===== src/rtl/sdac_regs.vh =====
// Purpose: Shared constants of the serial converter front end
// Assumes: Included by bare name; definitions only
// Notes:   Offsets are byte addresses on the register bus
`ifndef SDAC_REGS_VH
`define SDAC_REGS_VH

// ==========================================================
// Register offsets
`define SDAC_OFS_CTRL 8'h00
`define SDAC_OFS_STATUS 8'h04
`define SDAC_OFS_VALUE 8'h08
`define SDAC_OFS_LEVEL 8'h0C

// ==========================================================
// Control and status field positions
`define SDAC_CTRL_HOLD 0
`define SDAC_ST_EMPTY 0
`define SDAC_ST_FULL 1
`define SDAC_ST_OVERFLOW 2
`define SDAC_ST_ABORT 3
`define SDAC_ST_VALID 4
`define SDAC_ST_ACTIVE 5

// ==========================================================
// Serial word layout
`define SDAC_WORD_BITS 16
`define SDAC_MODE_HI 15
`define SDAC_MODE_LO 14
`define SDAC_VAL_HI 13
`define SDAC_VAL_LO 6

// ==========================================================
// Mode codes and reset values
`define SDAC_MODE_NORMAL 2'h0
`define SDAC_MODE_1K 2'h1
`define SDAC_MODE_100K 2'h2
`define SDAC_MODE_HIZ 2'h3
`define SDAC_RST_VALUE 8'h00
`define SDAC_RST_MODE 2'h0
`define SDAC_RST_CTRL 1'b0

// ==========================================================
// Timing
`define SDAC_CLK_MHZ 10
`define SDAC_WAKE_US 50
`define SDAC_WAKE_CYC (`SDAC_WAKE_US * `SDAC_CLK_MHZ)

`endif


===== src/rtl/sdac_fifo.v =====
// Purpose: Word FIFO with valid/ready on both sides
// Assumes: Single clock; depth is a power of two
// Notes:   One cycle from memory fetch to out_valid
`timescale 1ns/1ps
module sdac_fifo #(
  parameter WIDTH = 16,
  parameter DEPTH = 32,
  parameter AW = 5
) (
  // Clock and reset
  input wire pclk,
  input wire presetn,
  // Fill side
  input wire in_valid,
  output wire in_ready,
  input wire [WIDTH-1:0] in_data,
  // Drain side
  output reg out_valid,
  input wire out_ready,
  output wire [WIDTH-1:0] out_data,
  // Fill level, output stage included
  output wire [AW+1:0] level
);

  reg [AW-1:0] wr_ptr;
  reg [AW-1:0] rd_ptr;
  reg [AW:0] mem_cnt;
  wire push;
  wire fetch;

  // Full counts only the memory, so the output stage adds one slot
  assign in_ready = (mem_cnt != DEPTH[AW:0]);
  assign push = in_valid & in_ready;
  // Fetch never hits the slot being written: memory must be nonempty
  assign fetch = (mem_cnt != {(AW+1){1'b0}}) & (~out_valid | out_ready);
  assign level = {1'b0, mem_cnt} + {{(AW+1){1'b0}}, out_valid};

  // ========================================================
  // Pointers, count and output valid
  always @(posedge pclk or negedge presetn) begin
    if (!presetn) begin
      wr_ptr <= {AW{1'b0}};
      rd_ptr <= {AW{1'b0}};
      mem_cnt <= {(AW+1){1'b0}};
      out_valid <= 1'b0;
    end else begin
      if (push) begin
        wr_ptr <= wr_ptr + 1'b1;
      end
      if (fetch) begin
        rd_ptr <= rd_ptr + 1'b1;
      end
      mem_cnt <= mem_cnt + {{AW{1'b0}}, push} - {{AW{1'b0}}, fetch};
      if (fetch) begin
        out_valid <= 1'b1;
      end else if (out_ready) begin
        out_valid <= 1'b0;
      end
    end
  end

  sdac_mem #(.WIDTH(WIDTH), .DEPTH(DEPTH), .AW(AW)) u_mem (
    .pclk(pclk),
    .wr_en(push),
    .wr_addr(wr_ptr),
    .wr_data(in_data),
    .rd_en(fetch),
    .rd_addr(rd_ptr),
    .rd_data(out_data)
  );

endmodule // sdac_fifo


===== src/rtl/sdac_mem.v =====
// Purpose: Small word memory with registered read data
// Assumes: One write and one read port on pclk
// Notes:   Read data change only when rd_en is high
`timescale 1ns/1ps
module sdac_mem #(
  parameter WIDTH = 16,
  parameter DEPTH = 32,
  parameter AW = 5
) (
  // Clock
  input wire pclk,
  // Write port
  input wire wr_en,
  input wire [AW-1:0] wr_addr,
  input wire [WIDTH-1:0] wr_data,
  // Read port
  input wire rd_en,
  input wire [AW-1:0] rd_addr,
  output reg [WIDTH-1:0] rd_data
);

  reg [WIDTH-1:0] store [0:DEPTH-1];

  // ========================================================
  // Storage; no reset so it maps onto plain RAM
  always @(posedge pclk) begin
    if (wr_en) begin
      store[wr_addr] <= wr_data;
    end
    if (rd_en) begin
      rd_data <= store[rd_addr];
    end
  end

endmodule // sdac_mem


===== src/rtl/sdac_top.v =====
// Purpose: Serial input and mode control of an 8-bit converter
// Assumes: Link pins are asynchronous to pclk and far slower
// Notes:   Link edges are found by oversampling on pclk
//
// Register access over APB and the register offsets were decided locally.
`timescale 1ns/1ps
`include "sdac_regs.vh"

module sdac_top #(
  parameter WAKE_CYC = `SDAC_WAKE_CYC,
  parameter DEPTH = 32,
  parameter AW = 5
) (
  // Clock and reset
  input wire pclk,
  input wire presetn,
  // APB slave
  input wire psel,
  input wire penable,
  input wire pwrite,
  input wire [7:0] paddr,
  input wire [31:0] pwdata,
  output reg [31:0] prdata,
  output wire pready,
  output wire pslverr,
  // Serial link pins
  input wire sync_n,
  input wire sclk,
  input wire din,
  // Converter core controls
  output reg [7:0] conv_value,
  output wire pwrdn_sel_hi,
  output wire pwrdn_sel_lo,
  output wire amp_enable,
  output wire load_1k,
  output wire load_100k,
  output wire load_hiz,
  output reg output_valid
);

  localparam WB = `SDAC_WORD_BITS;

  // Synchroniser and edge history
  reg [1:0] sync_sy;
  reg [1:0] sclk_sy;
  reg [1:0] din_sy;
  reg sync_d;
  reg sclk_d;
  // Frame state
  reg active;
  reg [4:0] bit_cnt;
  reg [WB-1:0] shreg;
  reg word_stb;
  reg [WB-1:0] word;
  // Held mode and control
  reg [1:0] mode;
  reg hold;
  reg overflow;
  reg abort_seen;
  reg [15:0] wake_cnt;
  // FIFO side
  wire fifo_in_ready;
  wire fifo_out_valid;
  wire [WB-1:0] fifo_out_data;
  wire [AW+1:0] fifo_level;
  wire apply;
  // Link events
  wire sync_s;
  wire sclk_s;
  wire din_s;
  wire sync_fall;
  wire sync_rise;
  wire sclk_fall;
  // Bus decode
  wire wr_acc;
  wire setup;
  wire mapped;

  // ========================================================
  // Helpers
  function is_pwrdn;
    input [1:0] m;
    begin
      is_pwrdn = (m != `SDAC_MODE_NORMAL);
    end
  endfunction

  function known_addr;
    input [7:0] a;
    begin
      known_addr = (a == `SDAC_OFS_CTRL) || (a == `SDAC_OFS_STATUS) ||
        (a == `SDAC_OFS_VALUE) || (a == `SDAC_OFS_LEVEL);
    end
  endfunction

  // ========================================================
  // Pin synchronisers; only the second stage feeds logic
  always @(posedge pclk or negedge presetn) begin
    if (!presetn) begin
      sync_sy <= 2'b11;
      sclk_sy <= 2'b00;
      din_sy <= 2'b00;
      sync_d <= 1'b1;
      sclk_d <= 1'b0;
    end else begin
      sync_sy <= {sync_sy[0], sync_n};
      sclk_sy <= {sclk_sy[0], sclk};
      din_sy <= {din_sy[0], din};
      sync_d <= sync_sy[1];
      sclk_d <= sclk_sy[1];
    end
  end

  assign sync_s = sync_sy[1];
  assign sclk_s = sclk_sy[1];
  assign din_s = din_sy[1];
  // Edge detectors; serial clock must be well under pclk/4
  assign sync_fall = sync_d & ~sync_s;
  assign sync_rise = ~sync_d & sync_s;
  assign sclk_fall = sclk_d & ~sclk_s;

  // ========================================================
  // Frame receiver
  always @(posedge pclk or negedge presetn) begin
    if (!presetn) begin
      active <= 1'b0;
      bit_cnt <= 5'h00;
      shreg <= {WB{1'b0}};
      word_stb <= 1'b0;
      word <= {WB{1'b0}};
      abort_seen <= 1'b0;
    end else begin
      word_stb <= 1'b0;
      if (wr_acc && paddr == `SDAC_OFS_STATUS &&
          pwdata[`SDAC_ST_ABORT]) begin
        abort_seen <= 1'b0;
      end
      if (sync_fall) begin
        // New word begins only at the sync edge
        active <= 1'b1;
        bit_cnt <= 5'h00;
        shreg <= {WB{1'b0}};
      end else if (sync_rise) begin
        // Early release: drop the partial word, keep outputs
        if (active) begin
          abort_seen <= 1'b1;
        end
        active <= 1'b0;
        bit_cnt <= 5'h00;
        shreg <= {WB{1'b0}};
      end else if (active && sclk_fall) begin
        // First bit lands on top after sixteen shifts
        shreg <= {shreg[WB-2:0], din_s};
        bit_cnt <= bit_cnt + 5'h01;
        if (bit_cnt == WB[4:0] - 5'h01) begin
          word <= {shreg[WB-2:0], din_s};
          word_stb <= 1'b1;
          active <= 1'b0;
        end
      end
    end
  end

  // ========================================================
  // Word buffer; drain stalls while software holds updates
  sdac_fifo #(.WIDTH(WB), .DEPTH(DEPTH), .AW(AW)) u_fifo (
    .pclk(pclk),
    .presetn(presetn),
    .in_valid(word_stb),
    .in_ready(fifo_in_ready),
    .in_data(word),
    .out_valid(fifo_out_valid),
    .out_ready(~hold),
    .out_data(fifo_out_data),
    .level(fifo_level)
  );

  assign apply = fifo_out_valid & ~hold;

  // ========================================================
  // Converter value and mode; a power-down word loads its value too
  always @(posedge pclk or negedge presetn) begin
    if (!presetn) begin
      conv_value <= `SDAC_RST_VALUE;
      mode <= `SDAC_RST_MODE;
    end else if (apply) begin
      // Trailing six bits are never looked at
      mode <= fifo_out_data[`SDAC_MODE_HI:`SDAC_MODE_LO];
      conv_value <= fifo_out_data[`SDAC_VAL_HI:`SDAC_VAL_LO];
    end
  end

  // Output stage select from the held mode
  assign pwrdn_sel_hi = mode[1];
  assign pwrdn_sel_lo = mode[0];
  assign amp_enable = ~is_pwrdn(mode);
  assign load_1k = (mode == `SDAC_MODE_1K);
  assign load_100k = (mode == `SDAC_MODE_100K);
  assign load_hiz = (mode == `SDAC_MODE_HIZ);

  // ========================================================
  // Wake timer: output trusted only after amplifier settles
  always @(posedge pclk or negedge presetn) begin
    if (!presetn) begin
      wake_cnt <= 16'h0000;
      output_valid <= 1'b1;
    end else if (apply &&
        is_pwrdn(fifo_out_data[`SDAC_MODE_HI:`SDAC_MODE_LO])) begin
      // Power-down drops valid at once, even in mid-wake
      wake_cnt <= 16'h0000;
      output_valid <= 1'b0;
    end else if (apply && is_pwrdn(mode)) begin
      // Leaving power-down: restart the settle count
      wake_cnt <= WAKE_CYC[15:0];
      output_valid <= 1'b0;
    end else if (is_pwrdn(mode)) begin
      wake_cnt <= 16'h0000;
      output_valid <= 1'b0;
    end else if (wake_cnt != 16'h0000) begin
      wake_cnt <= wake_cnt - 16'h0001;
      output_valid <= (wake_cnt == 16'h0001);
    end
  end

  // ========================================================
  // APB slave: zero wait, read data latched in setup phase
  assign pready = 1'b1;
  assign setup = psel & ~penable;
  assign mapped = known_addr(paddr);
  assign wr_acc = psel & penable & pwrite & mapped;
  assign pslverr = psel & penable & ~mapped;

  // Control and sticky overflow; a new overflow beats the clear
  always @(posedge pclk or negedge presetn) begin
    if (!presetn) begin
      hold <= `SDAC_RST_CTRL;
      overflow <= 1'b0;
    end else begin
      if (wr_acc && paddr == `SDAC_OFS_CTRL) begin
        hold <= pwdata[`SDAC_CTRL_HOLD];
      end
      if (word_stb && !fifo_in_ready) begin
        overflow <= 1'b1;
      end else if (wr_acc && paddr == `SDAC_OFS_STATUS &&
          pwdata[`SDAC_ST_OVERFLOW]) begin
        overflow <= 1'b0;
      end
    end
  end

  // Read mux, registered
  always @(posedge pclk or negedge presetn) begin
    if (!presetn) begin
      prdata <= 32'h0000_0000;
    end else if (setup) begin
      prdata <= 32'h0000_0000;
      case (paddr)
        `SDAC_OFS_CTRL: begin
          prdata[`SDAC_CTRL_HOLD] <= hold;
        end
        `SDAC_OFS_STATUS: begin
          prdata[`SDAC_ST_EMPTY] <= (fifo_level == {(AW+2){1'b0}});
          prdata[`SDAC_ST_FULL] <= ~fifo_in_ready;
          prdata[`SDAC_ST_OVERFLOW] <= overflow;
          prdata[`SDAC_ST_ABORT] <= abort_seen;
          prdata[`SDAC_ST_VALID] <= output_valid;
          prdata[`SDAC_ST_ACTIVE] <= active;
        end
        `SDAC_OFS_VALUE: begin
          prdata[7:0] <= conv_value;
          prdata[9:8] <= mode;
        end
        `SDAC_OFS_LEVEL: begin
          prdata[AW+1:0] <= fifo_level;
        end
        default: begin
          prdata <= 32'h0000_0000;
        end
      endcase
    end
  end

endmodule // sdac_top


===== config.mk =====
export PLATFORM = sky130hd
export DESIGN_NAME = sdac_top
export DESIGN_NICKNAME = d
export VERILOG_FILES = /design/src/rtl/sdac_fifo.v /design/src/rtl/sdac_mem.v /design/src/rtl/sdac_top.v
export VERILOG_INCLUDE_DIRS = /design/src /design/src/rtl
export SDC_FILE = /design/constraint.sdc
export NUM_CORES = 1
export LEC_CHECK = 0
export BUFFER_PORTS_ARGS = -buffer_cell sky130_fd_sc_hd__buf_2
export CAP_MARGIN = 20
export CORE_ASPECT_RATIO = 0.75
export CORE_UTILIZATION = 61
export DETAILED_ROUTE_END_ITERATION = 8
export GPL_ROUTABILITY_DRIVEN = 0
export HOLD_SLACK_MARGIN = 0.03
export PLACE_DENSITY = 0.8
export SYNTH_ARGS = -nofsm -noshare
export SYNTH_HDL_FRONTEND = slang
export SYNTH_SLANG_ARGS = --single-unit

===== constraint.sdc =====
create_clock -name pclk -period 3.43 [get_ports pclk]
set_clock_uncertainty 0.05 [all_clocks]
set_input_delay 0.5145 -clock pclk [delete_from_list [all_inputs] [get_ports pclk]]
set_output_delay 0.5145 -clock pclk [all_outputs]
set_load 0.005 [all_outputs]

After elaboration in Yosys (flattened, before gate mapping)
Memories as Yosys holds them, arrays and structs flattened. A register that Yosys moved wholly into a read port is not among the register bits.
Index checks and enable logic that the tools add are counted.
Widths: inputs -> output; s select.

storage, ports and cells
  bits of input ports = 48
  RAM bits = 512
  register bits after elaboration = 103
  logic and storage cells = 123
  memories kept = 1
  output and inout port bits = 49

memory list
  name                words  bits a word  rd ports  clocked after memory_dff  wr ports  RTL line       text
  u_fifo.u_mem.store  32     16           1         1                         1         sdac_mem.v:22  reg [WIDTH-1:0] store [0:DEPTH-1];

cells by class
  muxes and demuxes = 36
  reductions and logical operators = 24
  equality and inequality tests = 10
  add/sub/neg operators = 7
  bitwise gates (word level) = 23

operator list
  operator               number
  $mux 16                4
  $mux 15                3
  $mux 1                 22
  $eq 16x1->1 const B    1
  $eq 8x4->1 const B     2
  $reduce_bool 16->1     1
  $sub 16x1->16 const B  1
  $add 5x1->5 const B    3
  $mux 5                 3
  $pmux 5 s3             1
  $and 1x1->1            11
  $not 1->1              11
  $eq 8x3->1 const B     1
  $logic_and 1x1->1      8
  $logic_not 8->1        1
  $add 6x1->7            1
  $logic_not 7->1        1
  $add 6x1->6            1
  $ne 6x6->1 const B     1
  $reduce_bool 2->1      3
  $reduce_bool 3->1      2
  $reduce_bool 6->1      1
  $sub 6x1->6            1
  $eq 5x4->1 const B     1
  12 further kinds       15

Longest topological paths before layout
Gate-level depths: netlist (run 1).

  depth in word-level cells = 11
  gate-level depth with buffers = 12

Hierarchy
From an unflattened synthesis (run 1), not the netlist that was laid out.

second synthesis, totals
  cell total of the unflattened synthesis = 1639
  area total of the unflattened synthesis = 25864.8 µm²

by module, submodules not included
  module     cells an instance  times used  area each (µm²)
  sdac_mem   1143               1           20696.1
  sdac_top   402                1           4065.1
  sdac_fifo  94                 1           1103.6

Worst setup path after synthesis (run 1)
No wires, ideal clock.

  kind = register to register
  start point = register u_fifo.mem_cnt[2]
  end point = register u_fifo.mem_cnt[5]
  buffers on the path = 0
  arrival = 2.965 ns
  clock period less this slack = 3.141 ns
  stages on the path, launching flop included = 12
  setup time = 0.125 ns
  slack = 0.289 ns
  cells stage by stage = dfrtp_1 -> inv_1 -> ha_1 -> nor4bb_1 -> a21oi_1 -> ha_1 -> inv_1 -> ha_1 -> a21o_1 -> a21oi_1 -> nor4b_1 -> a2111oi_0

on the way
  elaborated cells between the ends (all ways) = 6

RTL lines
  what                    RTL line        text
  start, declared         sdac_fifo.v:27  reg [AW:0] mem_cnt;
  start signal, assigned  sdac_fifo.v:44  mem_cnt <= {(AW+1){1'b0}};
  start signal, assigned  sdac_fifo.v:53  mem_cnt <= mem_cnt + {{AW{1'b0}}, push} - {{AW{1'b0}}, fetch};
  $reduce_bool 6->1       sdac_fifo.v:35  assign fetch = (mem_cnt != {(AW+1){1'b0}}) & (~out_valid | out_ready);
  $and 1x1->1             sdac_fifo.v:35
  net u_fifo.fetch        sdac_fifo.v:29  wire fetch;
  $sub 6x1->6             sdac_fifo.v:53

The timed path passes the listed nets, and every way through them passes these cells.
A chain may end at the register's enable or synchronous reset.

Worst setup path in the final report (run 1)
  start point = register u_fifo.mem_cnt[4]
  end point = register u_fifo.mem_cnt[5]

on the way
  longest elaborated chain between the ends = 4
  elaborated cells between the ends (all ways) = 6

RTL lines
  what           RTL line        text
  $ne 6x6->1     sdac_fifo.v:32  assign in_ready = (mem_cnt != DEPTH[AW:0]);
  $and 1x1->1    sdac_fifo.v:33  assign push = in_valid & in_ready;
  $add 6x1->6    sdac_fifo.v:53
  $sub 6x1->6 *  sdac_fifo.v:53

Every way passes the cells marked *; elsewhere a longest branch is shown, timed or not.

==> results of run 1 <==
[path summary, 6_finish.rpt]
| path | from | to |
|---|---|---|
| setup / recovery | u_fifo.mem_cnt[4] | u_fifo.mem_cnt[5] |
| min in group asynchronous | presetn | wake_cnt[6] |
| hold reg to reg | sclk_sy[0] | sclk_sy[1] |
| max in group asynchronous | presetn | u_fifo.rd_ptr[1] |
| setup reg to reg | u_fifo.mem_cnt[4] | u_fifo.mem_cnt[5] |
| hold / removal | pwdata[0] | hold |
[Yosys cell counts, drive strengths merged, types with 3 or more instances]
master	n	area (µm²)
edfxtp	330	9910
inv	19	71.3
ha	27	338
a21oi	20	100
and3	7	43.8
o21a	3	22.5
xnor2	12	105
nor4b	3	41.3
buf	50	333
clkbuf	21	78.8
o221ai	10	87.6
dfrtp	93	2330
a311oi	4	35.0
and2	3	18.8
nor3	4	20.0
or3b	3	26.3
xor2	6	52.6
o21ai	31	159
o22ai	10	62.6
a22oi	13	97.6
nor2	54	205
mux2i	47	470
a211oi	26	195
nand3b	7	52.6
nand2b	7	43.8
or3	4	25.0
nand4	6	37.5
nand2	70	265
nor2b	12	75.1
mux4	60	1350
dfstp	4	105
mux2	24	278
a22o	16	140
nand3	15	75.1
nor4	7	80.1
[placed cells by master, fill, tap and decap left out, types with 9 or more instances in the layout]
cell         n
inv_1       19
nor2_1      53
edfxtp_1   330
buf_4       48
conb_1      23
nand2_1     69
a21oi_1     20
buf_2       43
nand3_1     15
ha_1        27
clkbuf_16   41
mux4_2      60
a22o_1      16
clkbuf_1    15
o22ai_1     10
dfrtp_1     91
o221ai_1    10
a211oi_1    26
xnor2_1     12
o21ai_0     30
mux2i_1     47
a22oi_1     13
mux2_2      22
nor2b_1     12
buf_16       9
[area by class of cell]
class | instances | area (µm²) | share of cell area [%]
Clock buffer | 57 | 1100 | 5.51
Clock inverter | 14 | 164 | 0.824
Inverter | 19 | 71.3 | 0.358
Multi-Input combinational cell | 560 | 4830 | 24.3
Sequential cell | 427 | 12300 | 62.1
Tap cell | 385 | 482 | 2.42
Timing Repair Buffer | 106 | 903 | 4.54
[cells by family after synthesis]
logic type | after synthesis | synth area share (%)
multiplexers | 131 | 11.9
flip-flops | 427 | 70.2
buffers and inverters | 90 | 2.75
XOR/XNOR | 18 | 0.897
AO/OA/AOI/OAI | 153 | 6.08
AND/OR/NAND/NOR | 207 | 6.00
adder cells (fa/ha/maj) | 28 | 2.04
other | 2 | 0.0427
[sequential cells by signal, indices dropped and copies added (netlist names), 2 cells and up]
register,count
bit_cnt,5
conv_value,8
shreg,15
u_fifo.mem_cnt,6
prdata,10
sclk_sy,2
u_fifo.rd_ptr,5
u_fifo.wr_ptr,5
wake_cnt,16
mode,2
u_fifo.u_mem.rd_data,10
din_sy,2
u_fifo.u_mem.store,320
word,10
sync_sy,2
[power by group through the flow]
stage / logic [mW] / clock network (mW) / registers, mW
after CTS: 3.07 / 4.36 / 6.36
final: 3.10 / 4.36 / 6.35
after detailed placement: 3.01 / 0 / 6.45
after global routing: 3.33 / 4.56 / 6.41
after floorplan: 2.45 / 0 / 6.11
after global placement: 2.92 / 0 / 6.42
[critical path: stages (launching register included)]
cell and delay (ps):
dfrtp_1 440, inv_1 150, ha_1 160, nor4bb_1 490, nor2b_1 330, ha_1 330
a21o_1 190, a21oi_1 290, nor4b_1 100, a2111oi_0 410
[repair_timing]
action,4_1_cts,5_1_grt
gates resized for setup,0,0
hold buffers,4,0
endpoints found under the hold margin,53,0
setup endpoints to repair,0,0
[layer usage]
metal / global-route usage [%] / vias to the layer above / part of all wire, %
met5: 0 / - / 0
met4: 6.47 / 0 / 2.0
met3: 4.79 / 72 / 8.9
met2: 41.8 / 547 / 48
met1: 40.9 / 5094 / 42
li1: - / 4264 / -
[metrics by stage]
stage	hold WS, ps	instance area [µm²]
detailed placement	290	18300
global placement	283	18300
global route	192	19900
floorplan	169	17600
finish	184	19900
CTS	169	19600
==> flow_summary_export.csv, run 1 <==
group,metric,value,unit
global_routing,antenna_found_initial,1,
worst_setup_path,cp.required,3770,ps
route,wl,39.5,mm
timing,slew_violations,0,
cells_and_area,fin_util,70.6,%
worst_setup_path,criticalPathCategory,"flop to flop",
timing,setup_viol,0,
placement,hpwl,22.8,mm
worst_setup_path,cp.arrival,3440,ps
logic_synthesis,syn_area,0.0176,mm²
logic_synthesis,synthCells,1056,
power_and_ir_drop,p_leak,7.30,nW
power_and_ir_drop,power_frac_clock,31.6,%
floorplan,io_pins,97,
logic_synthesis,seq_area_frac_synth,70.2,%
timing,tightest_slew,1220,ps
logic_synthesis,synth_top_flop_cell,"edfxtp_1",
timing,hold_violations,0,
global_routing,grt_max_degree,98,
timing,final.setup.tns,0,ps
route,antenna_left,0,
cells_and_area,layout-drive-gt1-share,21.8,%
floorplan,rows,53,
clocking,cts_buffers,39,
worst_setup_path,crit_fanout,10,
worst_setup_path,cp-start-kind,"flop",
clocking,cts.path.max_buffers,3,
timing,worst_slack,337,ps
route,vias_per_cell,6.36,
power_and_ir_drop,p_int,9.72,mW
placement,pre_cts_ws,375,ps
clocking,cts_setup_buffers,0,
floorplan,core,0.0282,mm²
clocking,cts_htree_levels,2,
power_and_ir_drop,power.net_switching,4.10,mW
worst_setup_path,ff2ff_setup_slack,340,ps
clocking,cts_tree,"yes",
clocking,cts_root_buf,"clkbuf_16",
logic_synthesis,synth_enable_flop_cells,330,
route,wl_per_cell,25.2,µm
cells_and_area,nFillCells,1727,
min_path,hp-class,"input pin to flop",
run,drv_cap,0,
floorplan,die_area,0.0295,mm²
route,num_vias,9977,
timing,period_minus_slack,3090,ps
global_routing,grt_pass1_vias,9777,
placement,placement.io_buffers,44,
floorplan,die_w,198,µm
worst_setup_path,rr_worst_depth,9,
global_routing,grt_pass1_wl,58.4,mm
floorplan,initial_core_util,62.3,%
min_path,min_path_cells,2,
worst_setup_path,endpoint_kind,"flop",
logic_synthesis,synth_warnings,0,
floorplan,fp.dieH,149,µm
timing,relSlewSlack,18.8,%
power_and_ir_drop,combPwrFrac,22.4,%
power_and_ir_drop,power.share.sequential,46.0,%
logic_synthesis,ys_ff_latch,427,
timing,timing.final.crit_share,90.2,%
global_routing,grtUsageTotal,27.1,%
power_and_ir_drop,p_per_area,694,mW/mm²
global_routing,overflow,0,
cells_and_area,synthToLayoutAreaGrowth,13.2,%
power_and_ir_drop,power,13.8,mW
timing,timing.fmax,0.323,GHz
power_and_ir_drop,ir_drop,0.485,mV
power_and_ir_drop,switching_share,29.7,%
cells_and_area,fin_nets,1229,
clocking,path_clk_slew,60,ps
placement,place_inst,1484,
clocking,clock-sinks,427,
route,drc_errors,0,
route,drt_iter0_drc,1207,
logic_synthesis,async_reset_ff_share,22.7,%
route,firstDrtPassIters,7,
logic_synthesis,ys_types,66,
cells_and_area,fin_cells,1568,
timing,rsz0062_at_grt,"false",
outcome,status,"complete, no violations",
cells_and_area,diodes,0,
clocking,insertion_delay,540,ps
logic_synthesis,syn_area_per_cell,16.6,µm²
(Power assumes the default switching activity.)
==> inputs of run 2 (changes only) <==
--- a/config.mk
+++ b/config.mk
@@ -8,7 +8,6 @@
 export LEC_CHECK = 0
 export BUFFER_PORTS_ARGS = -buffer_cell sky130_fd_sc_hd__buf_2
 export CAP_MARGIN = 20
-export CORE_ASPECT_RATIO = 0.75
 export CORE_UTILIZATION = 61
 export DETAILED_ROUTE_END_ITERATION = 8
 export GPL_ROUTABILITY_DRIVEN = 0
==> run 2 against run 1 <==
Global-route usage fell by 2.1 points; register-to-register slack improved by 130 ps; first-iteration DRC count fell by 16%; critical path depth grew 2; via count shrank 2.1%; clock power grew 4%; clock-buffer cell count shrank 6; worst setup slack better by 130 ps; highest routed layer unchanged.
==> flow_summary_export.csv, run 2 (synthesis gave the netlist of run 1 again) <==
group,metric,value,unit
outcome,status,"complete, no violations",
route,num_vias,9765,
cells_and_area,fin_area,0.0200,mm²
worst_setup_path,rr_worst_depth,11,
power_and_ir_drop,ir_drop,0.483,mV
timing,timing.fmax,0.338,GHz
global_routing,overflow,0,
min_path,min_path_cells,2,
timing,rsz0062_at_grt,"false",
timing,final.setup.tns,0,ps
worst_setup_path,crit_fanout,8,
clocking,cts_setup_buffers,0,
route,wl_per_cell,23.2,µm
clocking,clock-sinks,427,
power_and_ir_drop,power.net_switching,4.10,mW
cells_and_area,fin_nets,1233,
worst_setup_path,cp.arrival,3290,ps
power_and_ir_drop,p_int,9.81,mW
floorplan,initial_core_util,62.6,%
timing,hold_violations,0,
floorplan,core,0.0281,mm²
floorplan,die_area,0.0295,mm²
global_routing,antenna_found_initial,0,
route,drt_iter0_drc,1011,
cells_and_area,seqCellArea,0.0123,mm²
route,firstDrtPassIters,5,
clocking,insertion_delay,550,ps
timing,period_minus_slack,2960,ps
cells_and_area,layout-drive-gt1-share,22.9,%
global_routing,grt_pass1_wl,54.1,mm
timing,slew_violations,0,
power_and_ir_drop,p_per_area,696,mW/mm²
global_routing,grtUsageTotal,25.0,%
timing,relSlewSlack,39.9,%
placement,placement.io_buffers,44,
floorplan,die_w,172,µm
cells_and_area,largest_register_ffs,320,
clocking,cts_resized,0,
placement,hpwl,21.7,mm
cells_and_area,nFillCells,1702,
worst_setup_path,reg2reg_from,"u_fifo.mem_cnt[4]",
worst_setup_path,cp-start-kind,"flop",
cells_and_area,top_regs,"u_fifo.u_mem.store: 320 flops, wake_cnt: 16 flops, shreg: 15 flops",
cells_and_area,largest-register,"u_fifo.u_mem.store",
clocking,cts_tree,"yes",
power_and_ir_drop,combPwrFrac,21.3,%
power_and_ir_drop,switching_share,29.5,%
timing,tightest_slew,902,ps
cells_and_area,synthToLayoutAreaGrowth,13.8,%
route,wl,36.4,mm
route,antenna_left,0,
worst_setup_path,cp.required,3760,ps
power_and_ir_drop,power_frac_clock,32.7,%
worst_setup_path,criticalPathCategory,"flop to flop",
global_routing,grt_pass1_vias,9425,
worst_setup_path,ff2ff_setup_slack,470,ps
timing,timing.final.crit_share,86.4,%
min_path,hp-class,"input pin to flop",
route,vias_per_cell,6.22,
timing,setup_viol,0,
power_and_ir_drop,p_leak,7.37,nW
route,drc_errors,0,
power_and_ir_drop,power.share.sequential,46.0,%
clocking,cts_htree_levels,2,
clocking,path_clk_slew,60,ps
floorplan,io_pins,97,
worst_setup_path,endpoint_kind,"flop",
floorplan,rows,61,
global_routing,grt_max_degree,59,
clocking,cts.path.max_buffers,3,
placement,placed_cell_area,0.0184,mm²
min_path,min_from,"pwdata[0]",
clocking,holdBufCountCts,3,
clocking,cts_buffers,42,
min_path,min_to,"hold",
cells_and_area,multi_input_area,0.00483,mm²
cells_and_area,diodes,0,
clocking,cts_root_buf,"clkbuf_16",
run,drv_cap,0,
cells_and_area,final_common_cell,"edfxtp_1",
worst_setup_path,rr_endpoint,"u_fifo.mem_cnt[5]",
floorplan,fp.dieH,172,µm
cells_and_area,layout_common_cells,"edfxtp_1, dfrtp_1, nand2_1",
==> run 2: cell count changes in the layout (fill, tap and decap cells not counted), sizes merged <==
cell	delta
buf	+1
clkbuf	-6
clkinv	+11
clkinvlp	+1
inv	+1
==> run 2: metrics by stage <==
stage | worst slack [ps] | util [%] | power [mW] | hold slack [ps] | std cells
2_1_floorplan | 289 | - | 8.56 | 169 | 1077
3_3_place_gp | 578 | 65.4 | 9.33 | 283 | 1478
3_5_place_dp | 487 | 65.5 | 9.41 | 304 | 1479
4_1_cts | 470 | 70.4 | 13.9 | 33.1 | 1560
5_1_grt | 119 | 71.2 | 14.5 | 183 | 1569
6_report | 468 | 71.2 | 13.9 | 195 | 1569
==> run 2: layer usage <==
| layer | routed length (µm) | track usage (%) | up-vias |
|---|---|---|---|
| met1 | 15200 | 36.1 | 4928 |
| li1 | - | - | 4271 |
| met5 | 0 | 0 | - |
| met3 | 2740 | 3.93 | 73 |
| met4 | 1100 | 8.81 | 0 |
| met2 | 17400 | 39.2 | 493 |
==> run 2: worst max-delay path by stage <==
stage / startpoint / end / slack [ps] / cells after the start
6_report: u_fifo.mem_cnt[4] / u_fifo.mem_cnt[5] / 470 / 11
5_1_grt: u_fifo.mem_cnt[4] / u_fifo.mem_cnt[5] / 120 / 10
4_1_cts: u_fifo.mem_cnt[4] / u_fifo.mem_cnt[5] / 470 / 11
3_5_place_dp: u_fifo.mem_cnt[4] / u_fifo.mem_cnt[5] / 490 / 11
3_3_place_gp: u_fifo.mem_cnt[4] / u_fifo.mem_cnt[5] / 580 / 11
2_1_floorplan: u_fifo.mem_cnt[2] / u_fifo.mem_cnt[5] / 290 / 11
==> run 2: cell type report <==
cell class	instances	share of cell area, %
Clock buffer	51	5.53
Clock inverter	27	1.31
Inverter	19	0.357
Multi-Input combinational cell	560	24.2
Sequential cell	427	61.8
Tap cell	378	2.37
Timing Repair Buffer	107	4.49
==> run 2: power by group through the flow <==
| stage | Sequential, mW | Combinational [mW] | Clock (mW) |
|---|---|---|---|
| floorplan | 6.11 | 2.45 | 0 |
| global placement | 6.48 | 2.85 | 0 |
| detailed placement | 6.50 | 2.92 | 0 |
| CTS | 6.39 | 2.95 | 4.57 |
| global route | 6.45 | 3.20 | 4.81 |
| finish | 6.39 | 2.96 | 4.55 |
==> run 2: worst max-delay path, stage by stage, from the launching register on <==
cell and delay, ps:
dfrtp_1 450, inv_1 130, ha_1 160, nor4bb_1 380
a21oi_1 110, ha_1 300, inv_1 40, ha_1 210
a21o_1 180, a21oi_1 270, nor4b_1 100, a2111oi_0 440
==> inputs of run 3 (changes only) <==
--- a/config.mk
+++ b/config.mk
@@ -6,13 +6,14 @@
 export SDC_FILE = /design/constraint.sdc
 export NUM_CORES = 1
 export LEC_CHECK = 0
+export ABC_AREA = 1
 export BUFFER_PORTS_ARGS = -buffer_cell sky130_fd_sc_hd__buf_2
 export CAP_MARGIN = 20
 export CORE_UTILIZATION = 61
 export DETAILED_ROUTE_END_ITERATION = 8
 export GPL_ROUTABILITY_DRIVEN = 0
 export HOLD_SLACK_MARGIN = 0.03
-export PLACE_DENSITY = 0.8
+export PLACE_DENSITY = 0.82
 export SYNTH_ARGS = -nofsm -noshare
 export SYNTH_HDL_FRONTEND = slang
 export SYNTH_SLANG_ARGS = --single-unit
==> run 3 against run 2 <==
Synthesized cell count rose by 77%; cell count grew 50%; worst setup slack lost 44 ps; via count is 36% higher; critical path depth increased by 2; global-route usage increased by 2.4 points; routed wire length grew 18%; sequential share of layout area fell by 3.5 points; first-iteration DRC count up 56%; sequential power decreased by 3%; critical endpoint is now u_fifo.mem_cnt[4]; largest cell class unchanged; highest routed layer unchanged.
==> flow_summary_export.csv, run 3 <==
group,metric,value,unit
timing,period_minus_slack,3010,ps
power_and_ir_drop,combPwrFrac,28.1,%
worst_setup_path,criticalPathCategory,"flop to flop",
worst_setup_path,endpoint_kind,"flop",
route,vias_per_cell,5.63,
clocking,cts_buffers,43,
route,num_vias,13269,
logic_synthesis,synth_enable_flop_cells,330,
cells_and_area,fin_cells,2356,
clocking,insertion_delay,540,ps
timing,worst_slack,424,ps
global_routing,antenna_found_initial,0,
power_and_ir_drop,power.share.sequential,40.0,%
global_routing,grtUsageTotal,27.5,%
logic_synthesis,synth_xor_xnor_area_share,0.698,%
logic_synthesis,synthTopCellsByCount,"nand2_1, edfxtp_1, inv_1",
logic_synthesis,synth_top_family_by_area,"simple AND/OR/NAND/NOR gates",
floorplan,fp.dieH,178,µm
global_routing,grt_pass1_wl,65.9,mm
floorplan,die_area,0.0315,mm²
clocking,cts_root_buf,"clkbuf_16",
floorplan,rows,63,
route,drt_iter0_drc,1575,
power_and_ir_drop,p_leak,9.41,nW
worst_setup_path,crit_fanout,13,
clocking,cts_resized,0,
logic_synthesis,ys_types,39,
cells_and_area,layout-drive-gt1-share,9.16,%
min_path,min_path_cells,1,
logic_synthesis,synth_warnings,0,
floorplan,initial_core_util,62.8,%
cells_and_area,nFillCells,1950,
logic_synthesis,seq_area_frac_synth,65.6,%
placement,placement.io_buffers,44,
clocking,holdBufCountCts,3,
cells_and_area,diodes,0,
logic_synthesis,yosysTopAreaCell,"edfxtp_1",
clocking,cts.path.max_buffers,3,
timing,timing.final.crit_share,87.6,%
floorplan,io_pins,97,
worst_setup_path,cp.required,3830,ps
timing,rsz0062_at_grt,"false",
route,firstDrtPassIters,5,
placement,place_inst,2269,
timing,setup_viol,0,
route,antenna_left,0,
power_and_ir_drop,ir_drop,0.465,mV
logic_synthesis,ys_ff_latch,427,
clocking,path_clk_slew,60,ps
worst_setup_path,rr_worst_depth,13,
logic_synthesis,syn_area,0.0188,mm²
run,drv_cap,0,
clocking,cts_setup_buffers,0,
worst_setup_path,cp-start-kind,"flop",
cells_and_area,final_common_cell,"nand2_1",
power_and_ir_drop,p_int,10.3,mW
global_routing,grt_max_degree,95,
clocking,clock-sinks,427,
power_and_ir_drop,p_per_area,732,mW/mm²
floorplan,core,0.0300,mm²
clocking,cts_htree_levels,2,
timing,relSlewSlack,35.4,%
outcome,status,"complete, no violations",
logic_synthesis,netlist.area_leader.share,52.7,%
logic_synthesis,synthSimpleGateAreaFrac,21.0,%
logic_synthesis,syn_area_per_cell,10.1,µm²
timing,hold_violations,0,
logic_synthesis,synth.area.mux_share,0,%
floorplan,die_w,178,µm
global_routing,overflow,0,
placement,hpwl,25.5,mm
logic_synthesis,synth_top_flop_cell,"edfxtp_1",
timing,tightest_slew,968,ps
logic_synthesis,synth_compound_area_share,2.92,%
cells_and_area,largest_register_ffs,320,
route,drc_errors,0,
power_and_ir_drop,power_frac_clock,31.9,%
timing,timing.fmax,0.333,GHz
logic_synthesis,post-synth-top-count-cell,"nand2_1",
logic_synthesis,synthCells,1865,
cells_and_area,fin_nets,2008,
timing,slew_violations,0,
timing,final.setup.tns,0,ps
cells_and_area,synthToLayoutAreaGrowth,12.6,%
clocking,cts_tree,"yes",
placement,pre_cts_ws,437,ps
logic_synthesis,async_reset_ff_share,22.7,%
logic_synthesis,synth_area_leaders,"edfxtp_1, dfrtp_1, nand2_1",
global_routing,grt_pass1_vias,12775,
route,wl,43.0,mm
route,wl_per_cell,18.2,µm
logic_synthesis,synth-adder-area-share,1.90,%
timing,worst_hold_slack,54.4,ps
power_and_ir_drop,switching_share,33.9,%
worst_setup_path,cp.arrival,3410,ps
cells_and_area,largest-register,"u_fifo.u_mem.store",
cells_and_area,layout_common_cells,"nand2_1, edfxtp_1, inv_1",
min_path,hp-class,"input pin to flop",
cells_and_area,top_regs,"u_fifo.u_mem.store: 320 flops, wake_cnt: 16 flops, shreg: 15 flops",
power_and_ir_drop,power.net_switching,5.26,mW
-- run 3: cell count changes in the layout (fill, tap and decap cells not counted), moves of 19 or more --
| cell | delta |
|---|---|
| a21oi_1 | +19 |
| nand3_1 | +220 |
| a211oi_1 | -26 |
| nand2_1 | +510 |
| mux4_2 | -60 |
| mux2_2 | -22 |
| mux2i_1 | -47 |
| nor2_1 | +63 |
| inv_1 | +218 |
-- run 3: worst paths after layout --
kind	start	end	slack, ps
min	sclk	sclk_sy[0]	50
max reg2reg	u_fifo.mem_cnt[3]	u_fifo.mem_cnt[4]	420
max	u_fifo.mem_cnt[3]	u_fifo.mem_cnt[4]	420
min in group asynchronous	presetn	wake_cnt[11]	540
min reg2reg	sync_sy[0]	sync_sy[1]	300
max in group asynchronous	presetn	sync_sy[0]	2000
-- run 3: cells by family (layout without fill, tap and decap cells) --
logic type	Yosys count	after routing
fa+ha+maj	28	28
buf+inv	340	420
flops	427	427
compound gates	96	96
xor+xnor	15	15
simple gates	957	957
other cells	2	23
-- run 3: metrics by stage --
step                      area [µm²]  utilization (%)  power [mW]
after floorplan                18900                -        9.31
after global placement         19400             64.9        10.3
after detailed placement       19500             65.2        10.5
after CTS                      21100             70.4        15.5
after global routing           21200             70.7        16.2
final                          21200             70.7        15.5
-- run 3: metal layers --
| metal | wire (µm) | share of wire, % | track usage, % |
|---|---|---|---|
| met1 | 16200 | 38 | 36.3 |
| met2 | 21400 | 50 | 45.7 |
| met3 | 3760 | 8.8 | 4.20 |
| met4 | 1540 | 3.6 | 11.5 |
| met5 | 0 | 0 | 0 |
-- run 3: final cells by class --
| class | instances | area [µm²] | area share (%) |
|---|---|---|---|
| clock buffers | 63 | 1290 | 6.08 |
| clock inverters | 16 | 226 | 1.07 |
| inverters | 243 | 915 | 4.32 |
| multi-input cells | 1119 | 5080 | 24.0 |
| flip-flops and latches | 427 | 12300 | 58.3 |
| well taps | 390 | 488 | 2.30 |
| repair buffers | 98 | 846 | 3.99 |
-- run 3: power by group through the flow --
stage	Sequential, mW	Combinational, mW	Clock [mW]
after floorplan	6.12	3.19	0
after global placement	6.29	4.06	0
after detailed placement	6.30	4.23	0
after CTS	6.20	4.29	4.98
after global routing	6.24	4.78	5.18
final	6.21	4.36	4.95
-- run 3: critical path: stages (launching register included) --
cell	delay (ps)
dfrtp_1	450
inv_1	110
ha_1	170
nand3_1	80
nand2_1	170
inv_1	280
ha_1	390
inv_1	50
ha_1	230
fa_1	450
a21oi_1	160
nor2_1	50
nor2_1	120
xor2_1	170
